<file path="config.mk">
export PLATFORM = sky130hd
export DESIGN_NAME = dsh_port
export DESIGN_NICKNAME = d
export VERILOG_FILES = /design/src/logic/dsh_pkg.sv /design/src/logic/dsh_sync.sv /design/src/logic/dsh_crc8.sv /design/src/logic/dsh_port.sv
export VERILOG_INCLUDE_DIRS = /design/src /design/src/logic
export SDC_FILE = /design/constraint.sdc
export NUM_CORES = 1
export LEC_CHECK = 0
export ABC_CLOCK_PERIOD_IN_PS = 4540
export BUFFER_PORTS_ARGS = -buffer_cell sky130_fd_sc_hd__buf_2
export CELL_PAD_IN_SITES_DETAIL_PLACEMENT = 1
export CELL_PAD_IN_SITES_GLOBAL_PLACEMENT = 1
export CORE_UTILIZATION = 30
export CTS_CLUSTER_DIAMETER = 30
export DETAILED_ROUTE_END_ITERATION = 8
export GPL_ROUTABILITY_DRIVEN = 1
export GPL_TIMING_DRIVEN = 0
export PLACE_DENSITY = 0.61
export SETUP_SLACK_MARGIN = 0.15
export SLEW_MARGIN = 25
export SYNTH_ARGS = -nofsm -noshare
export SYNTH_HDL_FRONTEND = slang
export SYNTH_SLANG_ARGS = --single-unit
</file>
<file path="constraint.sdc">
create_clock -name clock -period 4.54 [get_ports clock]
set_clock_uncertainty 0.1 [all_clocks]
set_input_delay 0.227 -clock clock [delete_from_list [all_inputs] [get_ports clock]]
set_output_delay 0.227 -clock clock [all_outputs]
set_load 0.02 [all_outputs]
</file>
<file path="src/logic/dsh_regs.svh">
`ifndef DSH_REGS_SVH
`define DSH_REGS_SVH

// ----------------------------------------------------------------------
// Frame layout and timing constants
// ----------------------------------------------------------------------
`define DSH_LEN_PLAIN        6'h18
`define DSH_LEN_CHECKED      6'h20
`define DSH_CNT_SAT          6'h21
`define DSH_CRC_POLY         8'h07
`define DSH_SOFT_RESET_CODE  16'h1010
`define DSH_TRIGGER_ADDR     4'h5
`define DSH_CLK_MHZ          32'h0000_0064
`define DSH_RESET_WAIT_US    32'h0000_00FA
`define DSH_RESET_WAIT_CYC   (`DSH_RESET_WAIT_US * `DSH_CLK_MHZ)
`define DSH_WAIT_W           15

`endif

</file>
<file path="src/logic/dsh_pkg.sv">
package dsh_pkg;

  // --------------------------------------------------------------------
  // Port sequencer states
  // --------------------------------------------------------------------
  typedef enum logic [1:0] {
    DSH_IDLE,
    DSH_FRAME,
    DSH_LOAD,
    DSH_WAIT
  } dsh_state_t;

endpackage : dsh_pkg

</file>
<file path="src/logic/dsh_sync.sv">
module dsh_sync #(
  parameter int W = 3
) (
  input  wire logic         clock,
  input  wire logic         rst,
  input  wire logic [W-1:0] async_in,
  output logic      [W-1:0] sync_out
);

  logic [W-1:0] stage1_reg;

  // ----------------------------------------------------------------------
  // Two flip-flop synchroniser, one per bit
  // ----------------------------------------------------------------------
  // Bits are synchronised independently; the frame logic tolerates the skew.
  genvar i;
  generate
    for (i = 0; i < W; i = i + 1) begin : g_bit
      always_ff @(posedge clock or posedge rst) begin
        if (rst) begin
          stage1_reg[i] <= 1'b1;
          sync_out[i]   <= 1'b1;
        end else begin
          stage1_reg[i] <= async_in[i];
          sync_out[i]   <= stage1_reg[i];
        end
      end
    end
  endgenerate

endmodule : dsh_sync

</file>
<file path="src/logic/dsh_crc8.sv">
module dsh_crc8 #(
  parameter int W = 32
) (
  input  wire logic [W-1:0] data,
  output logic      [7:0]   remainder
);

  `include "dsh_regs.svh"

  // ----------------------------------------------------------------------
  // Bitwise remainder, first bit first, zero seed
  // ----------------------------------------------------------------------
  always_comb begin
    logic [7:0] acc;
    logic       fb;
    acc = 8'h00;
    fb  = 1'b0;
    for (int k = W - 1; k >= 0; k = k - 1) begin
      fb  = acc[7] ^ data[k];
      acc = {acc[6:0], 1'b0} ^ (fb ? `DSH_CRC_POLY : 8'h00);
    end
    remainder = acc;
  end

endmodule : dsh_crc8

</file>
<file path="src/logic/dsh_port.sv">
// Summary of operation
// - Write of 0x1010 to the trigger reset field starts a full device reset.
// - Software reset takes effect only at chip select rising edge ending frame.
// - Frame starts on chip select low; input bits sampled on clock falling edges.
// - Frames are 24 bits, or 32 bits with checking; host holds select long enough.
// - A frame shorter than the frame length is discarded without effect.
// - Longer frames use only the final 24 or 32 bits shifted in.
// - With chip select high, clock and input ignored, serial output released unless alarm pin enable is set.
// - 24-bit frame: bit 23 op, 22:20 reserved, 19:16 address, 15:0 data.
// - After a read, next frame shifts out op, zeros, address and read data.
// - Output bits launch on falling or rising clock edge per edge select.
// - Beyond 24 pulses (32 with checking), earlier input bits shift out forming a daisy delay line.
// - At chip select rise, frame is transferred and further input refused.
// - Frame checking and 32-bit frames only while the check enable is set.
// - Check polynomial is x^8 + x^2 + x + 1.
// - 32-bit frame: 31 op, 30 error, 29:28 reserved, 27:24 addr, 23:8 data, 7:0 CRC.
// - At chip select rise, remainder over 32 bits must be zero to accept.
// - Failed write discarded; next frame returns op, error, address, data, CRC.
// - Alarm enabled with source select 0 turns serial output into CRC alarm.
// - With checking, every readback frame carries its own CRC in low byte.
// - Checked read response carries op 1, error, address, data and CRC.
// - Reset returns state to defaults; host waits 250 us before a new frame.
`include "dsh_regs.svh"
module dsh_port
  import dsh_pkg::*;
#(
  parameter int RESET_WAIT_CYC = `DSH_RESET_WAIT_CYC
) (
  input  wire logic        clock,
  input  wire logic        rst,
  input  wire logic        cs_n,
  input  wire logic        sclk,
  input  wire logic        sdi,
  input  wire logic        crc_enable,
  input  wire logic        output_edge_select,
  input  wire logic        alarm_pin_enable,
  input  wire logic        alarm_source_select,
  input  wire logic        ref_alarm,
  input  wire logic [15:0] read_data,
  output logic             serial_out_alarm_pin_out,
  output logic             serial_out_alarm_pin_oe,
  output logic             write_strobe,
  output logic             read_strobe,
  output logic [3:0]       reg_addr,
  output logic [15:0]      write_payload,
  output logic             soft_reset,
  output logic             reset_busy,
  output logic             crc_error
);

  // ----------------------------------------------------------------------
  // Synchronised link pins
  // ----------------------------------------------------------------------
  logic [2:0] pins_s;
  logic       cs_s, sclk_s, sdi_s;

  dsh_sync #(.W(3)) u_sync (
    .clock    (clock),
    .rst      (rst),
    .async_in ({cs_n, sclk, sdi}),
    .sync_out (pins_s)
  );

  assign cs_s   = pins_s[2];
  assign sclk_s = pins_s[1];
  assign sdi_s  = pins_s[0];

  // ----------------------------------------------------------------------
  // State
  // ----------------------------------------------------------------------
  dsh_state_t             state_reg,    state_next;
  logic                   sclk_prev_reg, sclk_prev_next;
  logic                   cs_prev_reg,  cs_prev_next;
  logic [5:0]             cnt_reg,      cnt_next;
  logic [31:0]            shreg_reg,    shreg_next;
  logic                   crc_mode_reg, crc_mode_next;
  logic                   sdo_reg,      sdo_next;
  logic                   resp_rw_reg,  resp_rw_next;
  logic [`DSH_WAIT_W-1:0] wait_reg,     wait_next;
  logic                   pin_out_next, pin_oe_next, wr_next, rd_next;
  logic                   soft_next, busy_next, err_next;
  logic [3:0]             addr_next;
  logic [15:0]            payload_next;

  logic        sclk_fall_w, sclk_rise_w, cs_fall_w, cs_rise_w;
  logic        alarm_mode_w, frame_ok_w, frame_rw_w, crc_bad_w;
  logic [5:0]  len_w;
  logic [3:0]  frame_addr_w;
  logic [15:0] frame_data_w;
  logic [7:0]  rx_rem_w, tx_crc_w;
  logic [23:0] resp24_w;

  assign sclk_fall_w  = sclk_prev_reg & ~sclk_s;
  assign sclk_rise_w  = ~sclk_prev_reg & sclk_s;
  assign cs_fall_w    = cs_prev_reg & ~cs_s;
  assign cs_rise_w    = ~cs_prev_reg & cs_s;
  assign alarm_mode_w = alarm_pin_enable;
  assign len_w        = crc_mode_reg ? `DSH_LEN_CHECKED : `DSH_LEN_PLAIN;

  // ----------------------------------------------------------------------
  // Frame field decode and check
  // ----------------------------------------------------------------------
  // last bits
  assign frame_ok_w   = (cnt_reg >= len_w);
  assign frame_rw_w   = crc_mode_reg ? shreg_reg[31] : shreg_reg[23];
  assign frame_addr_w = crc_mode_reg ? shreg_reg[27:24] : shreg_reg[19:16];
  assign frame_data_w = crc_mode_reg ? shreg_reg[23:8] : shreg_reg[15:0];

  dsh_crc8 #(.W(32)) u_rx_crc (
    .data      (shreg_reg),
    .remainder (rx_rem_w)
  );

  assign crc_bad_w = crc_mode_reg & (rx_rem_w != 8'h00);

  assign resp24_w = crc_mode_reg ?
                    {resp_rw_reg, crc_error, 2'b00, reg_addr,
                     resp_rw_reg ? read_data : write_payload} :
                    {resp_rw_reg, 3'b000, reg_addr,
                     resp_rw_reg ? read_data : write_payload};

  dsh_crc8 #(.W(24)) u_tx_crc (
    .data      (resp24_w),
    .remainder (tx_crc_w)
  );

  // ----------------------------------------------------------------------
  // Next state
  // ----------------------------------------------------------------------
  always_comb begin
    state_next     = state_reg;
    sclk_prev_next = sclk_s;
    cs_prev_next   = cs_s;
    cnt_next       = cnt_reg;
    shreg_next     = shreg_reg;
    crc_mode_next  = crc_mode_reg;
    sdo_next       = sdo_reg;
    resp_rw_next   = resp_rw_reg;
    wait_next      = wait_reg;
    wr_next        = 1'b0;
    rd_next        = 1'b0;
    addr_next      = reg_addr;
    payload_next   = write_payload;
    soft_next      = 1'b0;
    busy_next      = reset_busy;
    err_next       = crc_error;
    case (state_reg)
      DSH_WAIT: begin
        if (wait_reg == '0) begin
          busy_next  = 1'b0;
          state_next = DSH_IDLE;
        end else begin
          wait_next = wait_reg - 1'b1;
        end
      end
      DSH_IDLE: begin
        if (cs_fall_w) begin
          crc_mode_next = crc_enable;
          cnt_next      = 6'h00;
          sdo_next      = crc_enable ? shreg_reg[31] : shreg_reg[23];
          state_next    = DSH_FRAME;
        end
      end
      DSH_FRAME: begin
        if (cs_rise_w) begin
          state_next = DSH_IDLE;
          if (frame_ok_w) begin
            addr_next    = frame_addr_w;
            payload_next = frame_data_w;
            resp_rw_next = frame_rw_w;
            state_next   = DSH_LOAD;
            if (crc_bad_w) begin
              err_next = 1'b1;
            end else begin
              err_next = 1'b0;
              rd_next  = frame_rw_w;
              wr_next  = ~frame_rw_w;
              if (~frame_rw_w && frame_addr_w == `DSH_TRIGGER_ADDR &&
                  frame_data_w == `DSH_SOFT_RESET_CODE) begin
                soft_next     = 1'b1;
                wr_next       = 1'b0;
                busy_next     = 1'b1;
                err_next      = 1'b0;
                shreg_next    = 32'h0000_0000;
                crc_mode_next = 1'b0;
                wait_next     = RESET_WAIT_CYC[`DSH_WAIT_W-1:0];
                state_next    = DSH_WAIT;
              end
            end
          end
        end else if (sclk_fall_w) begin
          shreg_next = {shreg_reg[30:0], sdi_s};
          if (cnt_reg != `DSH_CNT_SAT) begin
            cnt_next = cnt_reg + 6'h01;
          end
          if (~output_edge_select) begin
            sdo_next = crc_mode_reg ? shreg_reg[30] : shreg_reg[22];
          end
        end else if (sclk_rise_w && output_edge_select) begin
          sdo_next = crc_mode_reg ? shreg_reg[31] : shreg_reg[23];
        end
      end
      DSH_LOAD: begin
        if (crc_mode_reg) begin
          shreg_next = {resp24_w, tx_crc_w};
        end else begin
          shreg_next = {8'h00, resp24_w};
        end
        state_next = DSH_IDLE;
      end
      default: begin
        state_next = DSH_IDLE;
      end
    endcase
    pin_oe_next  = alarm_mode_w | (~cs_s & (state_reg == DSH_FRAME));
    pin_out_next = alarm_mode_w ? (alarm_source_select ? ref_alarm : err_next)
                                : sdo_next;
  end

  // ----------------------------------------------------------------------
  // Registers
  // ----------------------------------------------------------------------
  // Reset leaves the port in its post reset wait so no frame is taken early.
  always_ff @(posedge clock or posedge rst) begin
    if (rst) begin
      state_reg                <= DSH_WAIT;
      sclk_prev_reg            <= 1'b1;
      cs_prev_reg              <= 1'b1;
      cnt_reg                  <= 6'h00;
      shreg_reg                <= 32'h0000_0000;
      crc_mode_reg             <= 1'b0;
      sdo_reg                  <= 1'b0;
      resp_rw_reg              <= 1'b0;
      wait_reg                 <= RESET_WAIT_CYC[`DSH_WAIT_W-1:0];
      serial_out_alarm_pin_out <= 1'b0;
      serial_out_alarm_pin_oe  <= 1'b0;
      write_strobe             <= 1'b0;
      read_strobe              <= 1'b0;
      reg_addr                 <= 4'h0;
      write_payload            <= 16'h0000;
      soft_reset               <= 1'b0;
      reset_busy               <= 1'b1;
      crc_error                <= 1'b0;
    end else begin
      state_reg                <= state_next;
      sclk_prev_reg            <= sclk_prev_next;
      cs_prev_reg              <= cs_prev_next;
      cnt_reg                  <= cnt_next;
      shreg_reg                <= shreg_next;
      crc_mode_reg             <= crc_mode_next;
      sdo_reg                  <= sdo_next;
      resp_rw_reg              <= resp_rw_next;
      wait_reg                 <= wait_next;
      serial_out_alarm_pin_out <= pin_out_next;
      serial_out_alarm_pin_oe  <= pin_oe_next;
      write_strobe             <= wr_next;
      read_strobe              <= rd_next;
      reg_addr                 <= addr_next;
      write_payload            <= payload_next;
      soft_reset               <= soft_next;
      reset_busy               <= busy_next;
      crc_error                <= err_next;
    end
  end
endmodule : dsh_port

</file>
Yosys cells after proc, flatten, opt, wreduce, memory -nomap -nowiden
Cells that the tools add are included.

cells by class
  add/sub/neg operators = 2
  magnitude comparators = 1
  equal/unequal tests = 20
  multiplexer cells = 127
  bitwise logic cells = 120
  reductions and logical operators = 16

operator list
  cell                   count
  $xor 8x8->8            52
  $mux 32                6
  $mux 3                 56
  $mux 15                5
  $pmux 32 s2            1
  $xor 1x1->1            52
  $mux 1                 40
  $mux 16                2
  $mux 6                 5
  $pmux 15 s2            1
  $mux 23                1
  $ne 2x2->1 const B     10
  $reduce_and 6->1       3
  $eq 16x13->1 const B   1
  $xor 8x3->8            2
  $logic_not 15->1       1
  $sub 15x1->15 const B  1
  $ne 3x3->1 const B     4
  $pmux 6 s2             1
  $reduce_and 5->1       2
  $mux 2                 4
  $pmux 2 s4             1
  $reduce_bool 8->1      1
  $add 6x1->6 const B    1
  15 further kinds       33

storage, ports and cells
  register bits after elaboration = 93
  input port bits = 26
  output and inout bits = 27
  logic and storage cells = 310

Logic depth before layout (Yosys ltp)
Gate-level depths: netlist (run 1).

  depth after elaboration = 101
  depth in mapped cells = 14
  gate-level depth less buffers = 10

By module
Synthesis (run 1) repeated with hierarchy kept, for this count alone.

unflattened totals
  cell total of the unflattened synthesis = 625
  area total of the unflattened synthesis = 6470.0 um^2

modules (own cells, without submodules)
  module                instances  cells an instance  area each (um^2)  sequential area each (um^2)
  dsh_port              1          512                4860.9            2190.9
  dsh_crc8 at u_rx_crc  1          61                 860.8             0.0
  dsh_crc8 at u_tx_crc  1          45                 586.8             0.0
  dsh_sync              1          7                  161.4             157.7

Least setup slack after synthesis (run 1)
OpenSTA, ideal clock, no wires.

  path kind = register to register
  start = register shreg_reg[23]
  end = register shreg_reg[0]
  setup time = 125 ps
  arrival = 2879 ps
  data required time = 4315 ps
  slack = 1437 ps
  cell stages (with the launch flop) = 11
  buffers on the path = 2
  clock period less this slack = 3103 ps
  path through = dfrtp_1 > buf_6 > xnor2_4 > xnor3_2 > xnor3_1 > or3b_1 > a211oi_2 > o211ai_2 > a31oi_4 > buf_6 > mux2_2

between the ends
  longest elaborated chain between the ends = 36
  elaborated cells between the ends (all ways) = 65
  classes of those cells = eq/ne (3); mux (17); bitwise (41); reduce/logical (4)

RTL lines
  what                                                     RTL line                        source
  from (decl)                                              dsh_port.sv:75                  logic [31:0] shreg_reg, shreg_next;
  from (signal assigned)                                   dsh_port.sv:249                 shreg_reg <= shreg_next;
  $xor 1x1->1                                              dsh_crc8.sv:19                  fb = acc[7] ^ data[k];
  $mux 3                                                   dsh_crc8.sv:20                  acc = {acc[6:0], 1'b0} ^ (fb ? `DSH_CRC_POLY : 8'h00);
  $xor 8x8->8 (6 in series)                                dsh_crc8.sv:20
  $xor 8x8->8 or $xor 1x1->1 (tied branches)               dsh_crc8.sv:20, dsh_crc8.sv:19
  $xor 1x1->1, or another cell as far along                dsh_crc8.sv:19
  $mux 3, or another cell as far along                     dsh_crc8.sv:20
  $xor 8x8->8 or $mux 3 (tied branches)                    dsh_crc8.sv:20
  $xor 8x8->8 (4 in series)                                dsh_crc8.sv:20
  (+9 left out)                                            n/a
  $xor 8x8->8, or another cell as far along (4 in series)  dsh_crc8.sv:20
  $xor 1x1->1, or another cell as far along                dsh_crc8.sv:19
  $mux 3 or $xor 8x8->8 (tied branches)                    dsh_crc8.sv:20
  $xor 8x3->8                                              dsh_crc8.sv:20
  $reduce_bool 8->1                                        dsh_port.sv:114                 assign crc_bad_w = crc_mode_reg & (rx_rem_w != 8'h00);
  $and 1x1->1                                              dsh_port.sv:114
  $ne 3x3->1 (no source line)                              n/a
  $reduce_and 5->1 (no source line) *                      n/a

Every way passes the cells marked *; elsewhere a longest branch is shown, timed or not.
A chain may end at the register's enable or synchronous reset.

Worst setup path in the final report (run 1)
  start = register crc_mode_reg
  end = register reg_addr[1]

between the ends
  longest elaborated chain between the ends = 3
  elaborated cells between the ends (all ways) = 4
  classes of those cells = order compare (1); mux (2); reduce/logical (1)

RTL lines
  what                               RTL line         source
  from (decl)                        dsh_port.sv:76   logic crc_mode_reg, crc_mode_next;
  from (signal assigned)             dsh_port.sv:250  crc_mode_reg <= crc_mode_next;
  $mux 6 (no source line)            n/a
  $ge 6x6->1                         dsh_port.sv:104  assign frame_ok_w = (cnt_reg >= len_w);
  $reduce_and 3->1 (no source line)  n/a
  to (signal assigned)               dsh_port.sv:258  reg_addr <= addr_next;
  to (decl)                          dsh_port.sv:44   output logic [3:0] reg_addr,

Parallel ways exist; a longest one is shown, timed or not.

==> results of run 1 <==
timing repair:
item / in CTS / in global routing
gates resized for setup: 0 / 0
endpoints found under the hold margin: 29 / 0
hold buffers: 5 / 0
per-stage QoR:
stage | total power, W | setup slack (ps) | hold slack [ps] | utilization [%]
2_1_floorplan | 0.00195 | 1440 | 131 | -
3_3_place_gp | 0.00225 | 474 | 234 | 33.7
3_5_place_dp | 0.00229 | 823 | 178 | 33.8
4_1_cts | 0.00312 | 794 | 29.1 | 35.6
5_1_grt | 0.00325 | 513 | 59.2 | 35.6
6_report | 0.00310 | 752 | 41.7 | 35.6
layer usage:
metal  GRT usage (%)  wire length (um)  vias to the layer above
met4            5.78               366                        0
met3            3.16               748                       24
met1            25.3              8890                     2575
li1                -                 -                     2288
met2            32.2              9540                      100
met5               0                 0                        -
worst max-delay path, delay by kind of cell, from the launching register on:
family	cells	cell delay [ps]
compound gates	4	680
buf+inv	4	1760
flops	1	480
simple gates	2	240
fa+ha+maj	1	350
cell usage in the layout, fill, tap and decap left out, types with 8 or more instances in the layout:
cell,netlist,layout
a21oi_1,11,11
a22o_1,8,8
buf_2,6,58
clkbuf_1,22,22
clkbuf_16,0,9
dfrtp_1,76,76
dfstp_2,17,17
inv_1,17,16
mux2_2,32,32
mux2i_1,35,35
nand2_1,75,75
nor2_1,37,37
o21ai_0,42,42
xnor2_1,75,75
xnor3_1,10,10
xor2_1,22,22
worst paths after layout:
path	startpoint	end	slack, ps
min reg2reg	u_sync.stage1_reg[1]	u_sync.sync_out[1]	260
max in group asynchronous	rst	write_payload[5]	3410
max	crc_mode_reg	reg_addr[1]	750
max reg2reg	crc_mode_reg	reg_addr[1]	750
min in group asynchronous	rst	cnt_reg[2]	320
min	crc_enable	crc_mode_reg	40
power by group through the flow:
stage / clock network (W) / registers (W) / logic [W]
CTS: 0.000826 / 0.00105 / 0.00124
detailed placement: 0 / 0.00106 / 0.00122
floorplan: 0 / 0.00104 / 0.000906
global route: 0.000852 / 0.00106 / 0.00134
global placement: 0 / 0.00106 / 0.00119
finish: 0.000803 / 0.00105 / 0.00125
cell type report:
cell class	instances	area, sq um
clock buffers	9	225
repair buffers	58	338
fillers	2355	13100
inverters	18	77.6
multi-input cells	465	3590
clock inverters	7	86.3
plain buffers	40	220
flip-flops and latches	93	2350
well taps	270	338
logic make-up after synthesis:
| logic type | share of synthesized area (%) |
|---|---|
| xor gates and xnor gates | 19.8 |
| muxes | 11.4 |
| and+or+nand+nor | 12.6 |
| buffers and inverters | 4.69 |
| DFF | 37.7 |
| adders and majority gates | 1.40 |
| AOI/OAI and AO/OA | 12.4 |
==> results.py, run 1 <==
metrics = {
    "floorplan": {
        "core_area_sq_um": 20300,
        "initial_utilization_pct": 30.7,
        "die_area_sq_um": 21400,
        "design.portCount": 53,
        "fp.dieW_um": 146,
        "die_h_um": 146,
        "rows": 52,
    },
    "outcome": {
        "status": "finished, final reports clean",
    },
    "synth": {
        "avgSynthCellArea_sq_um": 10.1,
        "synth_most_common_cell": "dfrtp_1",
        "seq_area_frac_synth_pct": 37.7,
        "synth_edf_count": 0,
        "ys_dominant_reg_cell": "dfrtp_1",
        "synthTopCellsByArea": "dfrtp_1, xnor2_1, dfstp_2",
        "synth-seq-cells": 93,
        "yosysTopAreaCell": "dfrtp_1",
        "synthArstFlopShare_pct": 100,
        "syn_area_sq_um": 6240,
        "synth_top_cell_area_share_pct": 30.5,
        "synth_common_cells": "dfrtp_1, nand2_1, xnor2_1, o21ai_0, nor2_1",
        "syn-num-nets": 649,
        "yosys_warnings": 0,
        "syn_inst": 616,
        "ys_types": 67,
    },
    "sta": {
        "setup_viol": 0,
        "relSlewSlack_pct": 37.8,
        "worst_slew_pin_slew_ps": 933,
        "fin_crit_sh_pct": 83.4,
        "hold_violations": 0,
        "rsz0062_at_grt": "no",
        "finalWorstPathRequiredPeriod_ps": 3790,
        "fmax_mhz": 264,
        "finalMaxSlewViolations": 0,
        "tns_ps": 0,
    },
    "pwr": {
        "p_seq_share_pct": 33.9,
        "p_sw_w": 0.00123,
        "p_clk_share_pct": 25.9,
        "combPwrFrac_pct": 40.2,
        "leakage_nw": 3.20,
        "power_density_nw_per_um2": 429,
        "intPower_w": 0.00187,
        "ir_drop_v": 0.000177,
        "swShare_pct": 39.7,
    },
    "grt": {
        "grt_first_pass_wirelength_mm": 31.2,
        "grtUsageTotal_pct": 19.2,
        "grt_overflow": 0,
        "antenna_found_initial": 0,
        "grt_pass1_vias": 5281,
        "grt_max_degree": 52,
    },
    "critical_path": {
        "critPathLaunchType": "flop",
        "worstPathRequired_ps": 4650,
        "cp_max_fo": 11,
        "endpoint_kind": "flop",
        "slowest_stage": "clkbuf_1",
        "arrival_ps": 3900,
        "ff2ff_path_depth": 11,
        "crit_type": "flop to flop",
        "max_stage_delay_ps": 560,
        "crit_chain": "buf_1 -> inv_1 -> clkbuf_1 -> ha_1 -> nand2_1 -> o21ai_0 -> a21o_1 -> a21o_1 -> nand2_1 -> clkbuf_1 -> o21ai_0",
    },
    "placed_design": {
        "dp_cells": 939,
        "gp_congestion": 0.839,
        "dpl.hpwl_mm": 14.7,
        "place_area_sq_um": 6870,
        "portBuffers": 52,
    },
    "route": {
        "drtAntennaViolNets": 0,
        "drt-total-wl_mm": 19.5,
        "drt_iter0_drc": 245,
        "drc_errors": 0,
        "dr.pass1.iters": 4,
        "vias": 4987,
        "wl_per_cell_um": 20.4,
        "vias_per_cell": 5.19,
    },
    "layout": {
        "fin_nets": 718,
        "largest_reg_flops": 32,
        "diodes": 0,
        "design_area_sq_um": 7230,
        "fin_cells": 960,
        "drive_above_1_share_pct": 21.4,
        "area_delta_synth_final_pct": 15.9,
    },
    "clock_tree": {
        "clk_latency_ps": 370,
        "path_clk_slew_ps": 70,
        "cts_setup_buffers": 0,
        "cts_inserted_buffers": 9,
        "cts_root_buf": "clkbuf_16",
        "cts.htree.levels": 3,
        "clockBufferDepth": 2,
        "cts_tree": "built",
        "numClockSinks": 93,
    },
    "hold_path": {
        "hold_depth": 3,
        "hold_class": "input port to flop",
    },
    "flow_run": {
        "cap_violations": 0,
    },
}
(Power assumes the default switching activity.)
==> run 2, diff against run 1 <==
--- a/config.mk
+++ b/config.mk
@@ -6,7 +6,7 @@
 export SDC_FILE = /design/constraint.sdc
 export NUM_CORES = 1
 export LEC_CHECK = 0
-export ABC_CLOCK_PERIOD_IN_PS = 4540
+export ABC_CLOCK_PERIOD_IN_PS = 3110
 export BUFFER_PORTS_ARGS = -buffer_cell sky130_fd_sc_hd__buf_2
 export CELL_PAD_IN_SITES_DETAIL_PLACEMENT = 1
 export CELL_PAD_IN_SITES_GLOBAL_PLACEMENT = 1
@@ -15,7 +15,7 @@
 export DETAILED_ROUTE_END_ITERATION = 8
 export GPL_ROUTABILITY_DRIVEN = 1
 export GPL_TIMING_DRIVEN = 0
-export PLACE_DENSITY = 0.61
+export PLACE_DENSITY = 0.63
 export SETUP_SLACK_MARGIN = 0.15
 export SLEW_MARGIN = 25
 export SYNTH_ARGS = -nofsm -noshare
==> constraint.sdc (replaced) <==
create_clock -name clock -period 3.11 [get_ports clock]
set_clock_uncertainty 0.1 [all_clocks]
set_input_delay 0.1555 -clock clock [delete_from_list [all_inputs] [get_ports clock]]
set_output_delay 0.1555 -clock clock [all_outputs]
set_load 0.02 [all_outputs]
==> run 2 against run 1 <==
First-iteration DRC count grew 6.5%. Cell count grew 2.8%. Combinational power grew 63%. Total power grew 53%. Clock-buffer cell count is the same. Critical path type unchanged. Largest power group unchanged. Sequential share of layout area shrank 2.5 points. Utilization grew 3.1 points. Cell area grew 8.6%. Worst hold slack lost 32 ps. The flow now finishes with violations (setup timing). Critical path depth is the same. Routed wire length grew 5.6%.
==> results.py, run 2 (synthesized netlist as in run 1, its figures left out) <==
metrics = {
    "sta": {
        "finalMaxSlewViolations": 0,
        "rsz0062_at_grt": "yes",
        "hold_violations": 0,
        "fin_crit_sh_pct": 106,
        "setup_ws_ps": -200,
        "fmax_mhz": 302,
        "finalWorstPathRequiredPeriod_ps": 3310,
        "relSlewSlack_pct": 54.8,
        "worst_slew_pin_slew_ps": 659,
        "setup_viol": 51,
        "tns_ps": -7960,
    },
    "route": {
        "vias_per_cell": 5.21,
        "drc_errors": 0,
        "vias": 5138,
        "drtAntennaViolNets": 0,
        "dr.pass1.iters": 4,
        "drt-total-wl_mm": 20.6,
        "wl_per_cell_um": 20.9,
        "drt_iter0_drc": 261,
    },
    "grt": {
        "antenna_found_initial": 0,
        "grt_overflow": 0,
        "grt_max_degree": 66,
        "grt_first_pass_wirelength_mm": 32.1,
        "grt_pass1_vias": 5486,
        "grtUsageTotal_pct": 19.9,
    },
    "pwr": {
        "leakage_nw": 3.47,
        "p_clk_share_pct": 24.0,
        "combPwrFrac_pct": 43.2,
        "p_sw_w": 0.00186,
        "power_density_nw_per_um2": 603,
        "p_seq_share_pct": 32.8,
        "intPower_w": 0.00287,
        "p_total_w": 0.00473,
        "ir_drop_v": 0.000300,
        "swShare_pct": 39.3,
    },
    "floorplan": {
        "initial_utilization_pct": 30.7,
        "rows": 52,
        "design.portCount": 53,
        "die_h_um": 146,
        "die_area_sq_um": 21400,
        "fp.dieW_um": 146,
        "core_area_sq_um": 20300,
    },
    "clock_tree": {
        "cts_root_buf": "clkbuf_16",
        "cts.htree.levels": 3,
        "path_clk_slew_ps": 70,
        "numClockSinks": 93,
        "cts_tree": "built",
        "clockBufferDepth": 2,
        "cts_inserted_buffers": 9,
        "clk_latency_ps": 370,
    },
    "placed_design": {
        "portBuffers": 52,
        "gp_congestion": 0.872,
        "place_area_sq_um": 6890,
        "dpl.hpwl_mm": 14.6,
        "dp_cells": 939,
    },
    "critical_path": {
        "critPathLaunchType": "flop",
        "reg2reg_from": "shreg_reg[24]",
        "crit_chain": "buf_6 -> xor3_1 -> xnor3_1 -> xnor2_2 -> or3b_1 -> a211oi_2 -> o211ai_4 -> a31oi_4 -> buf_12 -> clkbuf_16 -> mux2_4",
        "slowest_stage": "xor3_1",
        "cp_max_fo": 5,
        "arrival_ps": 3460,
        "endpoint_kind": "flop",
        "r2r_slack_ps": -200,
        "crit_start": "shreg_reg[24]",
        "crit_family": "XOR/XNOR gates",
        "critPathBufInv": 3,
        "max_stage_delay_ps": 420,
        "worstPathRequired_ps": 3260,
        "crit_type": "flop to flop",
    },
    "layout": {
        "diodes": 0,
        "final_util_pct": 38.7,
        "fin_nets": 745,
        "design_area_sq_um": 7850,
        "nFillCells": 2310,
        "drive_above_1_share_pct": 29.6,
        "area_delta_synth_final_pct": 25.8,
        "largest_reg_flops": 32,
        "layout_common_cells": "nand2_1, dfrtp_1, xnor2_1",
        "fin_cells": 987,
        "final_common_cell": "nand2_1",
    },
    "flow_run": {
        "cap_violations": 0,
    },
    "outcome": {
        "violations": "setup timing",
        "status": "finished, violations left",
    },
    "hold_path": {
        "min_from": "alarm_source_select",
        "hold_class": "input port to flop",
    },
}
-- run 2: what timing repair did --
action	CTS	global route
pin swaps	10	9
hold buffers	6	0
cloned	1	2
hold endpoints to repair	34	0
gates resized for setup	53	45
setup endpoints to repair	77	77
buffers inserted	16	7
-- run 2: worst paths after layout --
kind	endpoint	cells after the start
worst max-delay path	shreg_reg[31]	11
worst min-delay path	serial_out_alarm_pin_out	3
worst max register to register	shreg_reg[31]	11
worst min register to register	u_sync.sync_out[1]	0
max in group asynchronous	wait_reg[5]	4
min in group asynchronous	write_payload[1]	3
-- run 2: power groups by stage --
stage | Combinational (W) | Clock [W] | Sequential [W]
after floorplan | 0.00133 | 0 | 0.00152
after global placement | 0.00172 | 0 | 0.00156
after detailed placement | 0.00177 | 0 | 0.00157
after CTS | 0.00196 | 0.00117 | 0.00155
after global routing | 0.00218 | 0.00120 | 0.00156
final | 0.00204 | 0.00114 | 0.00155
-- run 2: tightest hold or removal path, cell delays in order --
cell and delay (ps):
buf_2 120, a311oi_4 40, o2bb2ai_2 110
-- run 2: final cells by class --
class	instances	area, sq um	area share, %
well taps	270	338	4.30
repair buffers	85	629	8.02
clock buffers	9	225	2.87
flip-flops and latches	93	2350	30.0
multi-input cells	465	3860	49.2
clock inverters	7	73.8	0.941
inverters	18	81.3	1.04
plain buffers	40	288	3.67
-- run 2: metrics by stage --
step                      hold slack, ps  worst slack, ps
after floorplan                     60.0              104
after global placement               162             -815
after detailed placement            44.3             -569
after CTS                           14.3             -227
after global routing                26.4             -279
final                               9.45             -200
-- run 2: per-layer routing --
layer	track usage, %	part of all wire [%]	vias up
li1	-	-	2347
met1	26.5	45	2605
met2	33.0	48	148
met3	2.69	3.8	38
met4	6.88	2.5	0
met5	0	0	-
==> run 3, diff against run 2 <==
--- a/config.mk
+++ b/config.mk
@@ -6,6 +6,7 @@
 export SDC_FILE = /design/constraint.sdc
 export NUM_CORES = 1
 export LEC_CHECK = 0
+export ABC_AREA = 1
 export ABC_CLOCK_PERIOD_IN_PS = 3110
 export BUFFER_PORTS_ARGS = -buffer_cell sky130_fd_sc_hd__buf_2
 export CELL_PAD_IN_SITES_DETAIL_PLACEMENT = 1
@@ -15,7 +16,7 @@
 export DETAILED_ROUTE_END_ITERATION = 8
 export GPL_ROUTABILITY_DRIVEN = 1
 export GPL_TIMING_DRIVEN = 0
-export PLACE_DENSITY = 0.63
+export PLACE_DENSITY = 0.68
 export SETUP_SLACK_MARGIN = 0.15
 export SLEW_MARGIN = 25
 export SYNTH_ARGS = -nofsm -noshare
==> run 3 against run 2 <==
The run now ends clean. Utilization rose by 5.7 points. Setup slack improved by 260 ps. Cell area grew 30%. Sequential cell count did not move. Die area up 14%. Clock-buffer cell count increased by 1. Global-route usage up 2.0 points. Critical path type unchanged. Highest routed layer unchanged.
==> results.py, run 3 <==
metrics = {
    "sta": {
        "worst_slew_pin_slew_ps": 692,
        "finalWorstPathRequiredPeriod_ps": 3050,
        "relSlewSlack_pct": 53.4,
        "finalMaxSlewViolations": 0,
        "setup_viol": 0,
        "fin_crit_sh_pct": 98.1,
        "hold_violations": 0,
        "fmax_mhz": 328,
        "rsz0062_at_grt": "yes",
        "tns_ps": 0,
    },
    "layout": {
        "fin_nets": 1259,
        "final_common_cell": "nand2_1",
        "layout_common_cells": "nand2_1, nand2_2, inv_1",
        "area_delta_synth_final_pct": 43.1,
        "diodes": 0,
        "largest_reg_flops": 32,
        "final_util_pct": 44.4,
        "nFillCells": 2856,
        "drive_above_1_share_pct": 38.1,
    },
    "synth": {
        "seq_area_frac_synth_pct": 33.0,
        "ys_types": 39,
        "synth-seq-cells": 93,
        "synth_edf_count": 0,
        "avgSynthCellArea_sq_um": 6.42,
        "synth_most_common_cell": "nand2_1",
        "syn_area_sq_um": 7110,
        "synthArstFlopShare_pct": 100,
        "synth_top_cell_area_share_pct": 26.8,
        "yosys_warnings": 0,
        "ys_dominant_reg_cell": "dfrtp_1",
        "syn-num-nets": 1141,
        "synthTopCellsByArea": "dfrtp_1, nand2_1, nand3_1",
        "yosysTopAreaCell": "dfrtp_1",
        "synth_common_cells": "nand2_1, nand3_1, inv_1, dfrtp_1, o21ai_0",
        "syn_inst": 1108,
    },
    "grt": {
        "grt_pass1_vias": 7779,
        "antenna_found_initial": 0,
        "grt_first_pass_wirelength_mm": 41.4,
        "grt_overflow": 0,
        "grt_max_degree": 60,
        "grtUsageTotal_pct": 21.9,
    },
    "outcome": {
        "status": "finished, final reports clean",
    },
    "clock_tree": {
        "cts.htree.levels": 3,
        "cts_tree": "built",
        "clk_latency_ps": 360,
        "path_clk_slew_ps": 70,
        "cts_inserted_buffers": 9,
        "cts_root_buf": "clkbuf_16",
        "clockBufferDepth": 2,
        "numClockSinks": 93,
    },
    "flow_run": {
        "cap_violations": 0,
    },
    "floorplan": {
        "die_area_sq_um": 24300,
        "initial_utilization_pct": 31.0,
        "die_h_um": 156,
        "core_area_sq_um": 22900,
        "rows": 55,
        "design.portCount": 53,
        "fp.dieW_um": 156,
    },
    "hold_path": {
        "hold_depth": 5,
        "hold_class": "input port to flop",
    },
    "critical_path": {
        "ff2ff_path_depth": 24,
        "worstPathRequired_ps": 3260,
        "crit_type": "flop to flop",
        "cp_max_fo": 8,
        "arrival_ps": 3200,
        "critPathLaunchType": "flop",
        "endpoint_kind": "flop",
    },
    "placed_design": {
        "portBuffers": 52,
        "dpl.hpwl_mm": 20.4,
        "gp_congestion": 0.871,
    },
    "route": {
        "vias_per_cell": 5.19,
        "wl_per_cell_um": 18.5,
        "dr.pass1.iters": 4,
        "drtAntennaViolNets": 0,
        "drc_errors": 0,
        "drt-total-wl_mm": 28.6,
        "vias": 8007,
        "drt_iter0_drc": 354,
    },
}
run 3: layout make-up:
| class | count | area, sq um | area share (%) |
|---|---|---|---|
| clock buffers | 10 | 229 | 2.25 |
| well taps | 313 | 392 | 3.85 |
| clock inverters | 6 | 71.3 | 0.701 |
| repair buffers | 107 | 838 | 8.24 |
| plain buffers | 32 | 225 | 2.21 |
| multi-input cells | 860 | 5550 | 54.6 |
| inverters | 123 | 504 | 4.96 |
| flip-flops and latches | 93 | 2360 | 23.2 |
run 3: routing by layer:
| metal | vias up | track usage (%) | wire length, um |
|---|---|---|---|
| li1 | 3774 | - | - |
| met5 | - | 0 | 0 |
| met1 | 3993 | 29.3 | 12000 |
| met3 | 38 | 3.42 | 1300 |
| met2 | 202 | 37.4 | 14800 |
| met4 | 0 | 4.11 | 510 |
run 3: kinds of logic (layout without fill, tap and decap cells):
group | count (synthesis) | count (layout) | synth area share, %
buffers and inverters | 155 | 278 | 8.96
AO/OA/AOI/OAI | 119 | 119 | 9.82
XOR/XNOR | 44 | 44 | 5.63
adder cells (fa/ha/maj) | 7 | 7 | 1.23
flip-flops | 93 | 93 | 33.0
AND/OR/NAND/NOR | 690 | 690 | 41.3
run 3: final timing paths:
kind	startpoint	to	slack, ps
min in group asynchronous	rst	wait_reg[0]	240
min reg2reg	u_sync.stage1_reg[2]	u_sync.sync_out[2]	260
max in group asynchronous	rst	u_sync.stage1_reg[0]	2000
min	ref_alarm	serial_out_alarm_pin_out	20
max	shreg_reg[30]	shreg_reg[2]	60
max reg2reg	shreg_reg[30]	shreg_reg[2]	60
run 3: critical path, cell delays in order, from the launching register on:
cell,delay (ps)
dfrtp_2,470
buf_6,140
nand2_4,90
nand2_4,70
nand2_8,100
nand2_4,80
nand2_4,100
nand3_2,90
nand2_4,110
nand2_4,70
nand2_4,110
nand2_4,70
nand2_4,70
nand3_4,80
a21oi_2,130
nand2_2,90
nor2_4,100
nand3_4,140
nand2_4,130
nand2_4,70
nand2_8,100
nand2_8,110
clkbuf_16,190
nand2_1,60
nand2_1,50
run 3: stage by stage:
stage	hold WS (ps)	setup slack [ps]	instances	cell area [sq um]
after floorplan	60.0	462	1108	7110
after global placement	161	-851	1473	7760
after detailed placement	72.5	-205	1474	7790
after CTS	14.3	128	1511	8480
after global routing	59.4	-86.0	1544	10200
final	23.6	59.9	1544	10200
run 3: timing repair:
action	4_1_cts	5_1_grt
resized for setup	77	369
setup buffers	13	30
pin swaps	21	95
hold buffers	7	0
endpoints found under the hold margin	40	0
gates cloned	1	3
setup endpoints to repair	59	73
Power of run 3 is not shown: default switching activity piles up to over one toggle a cycle in this logic, so the estimate is an artifact.
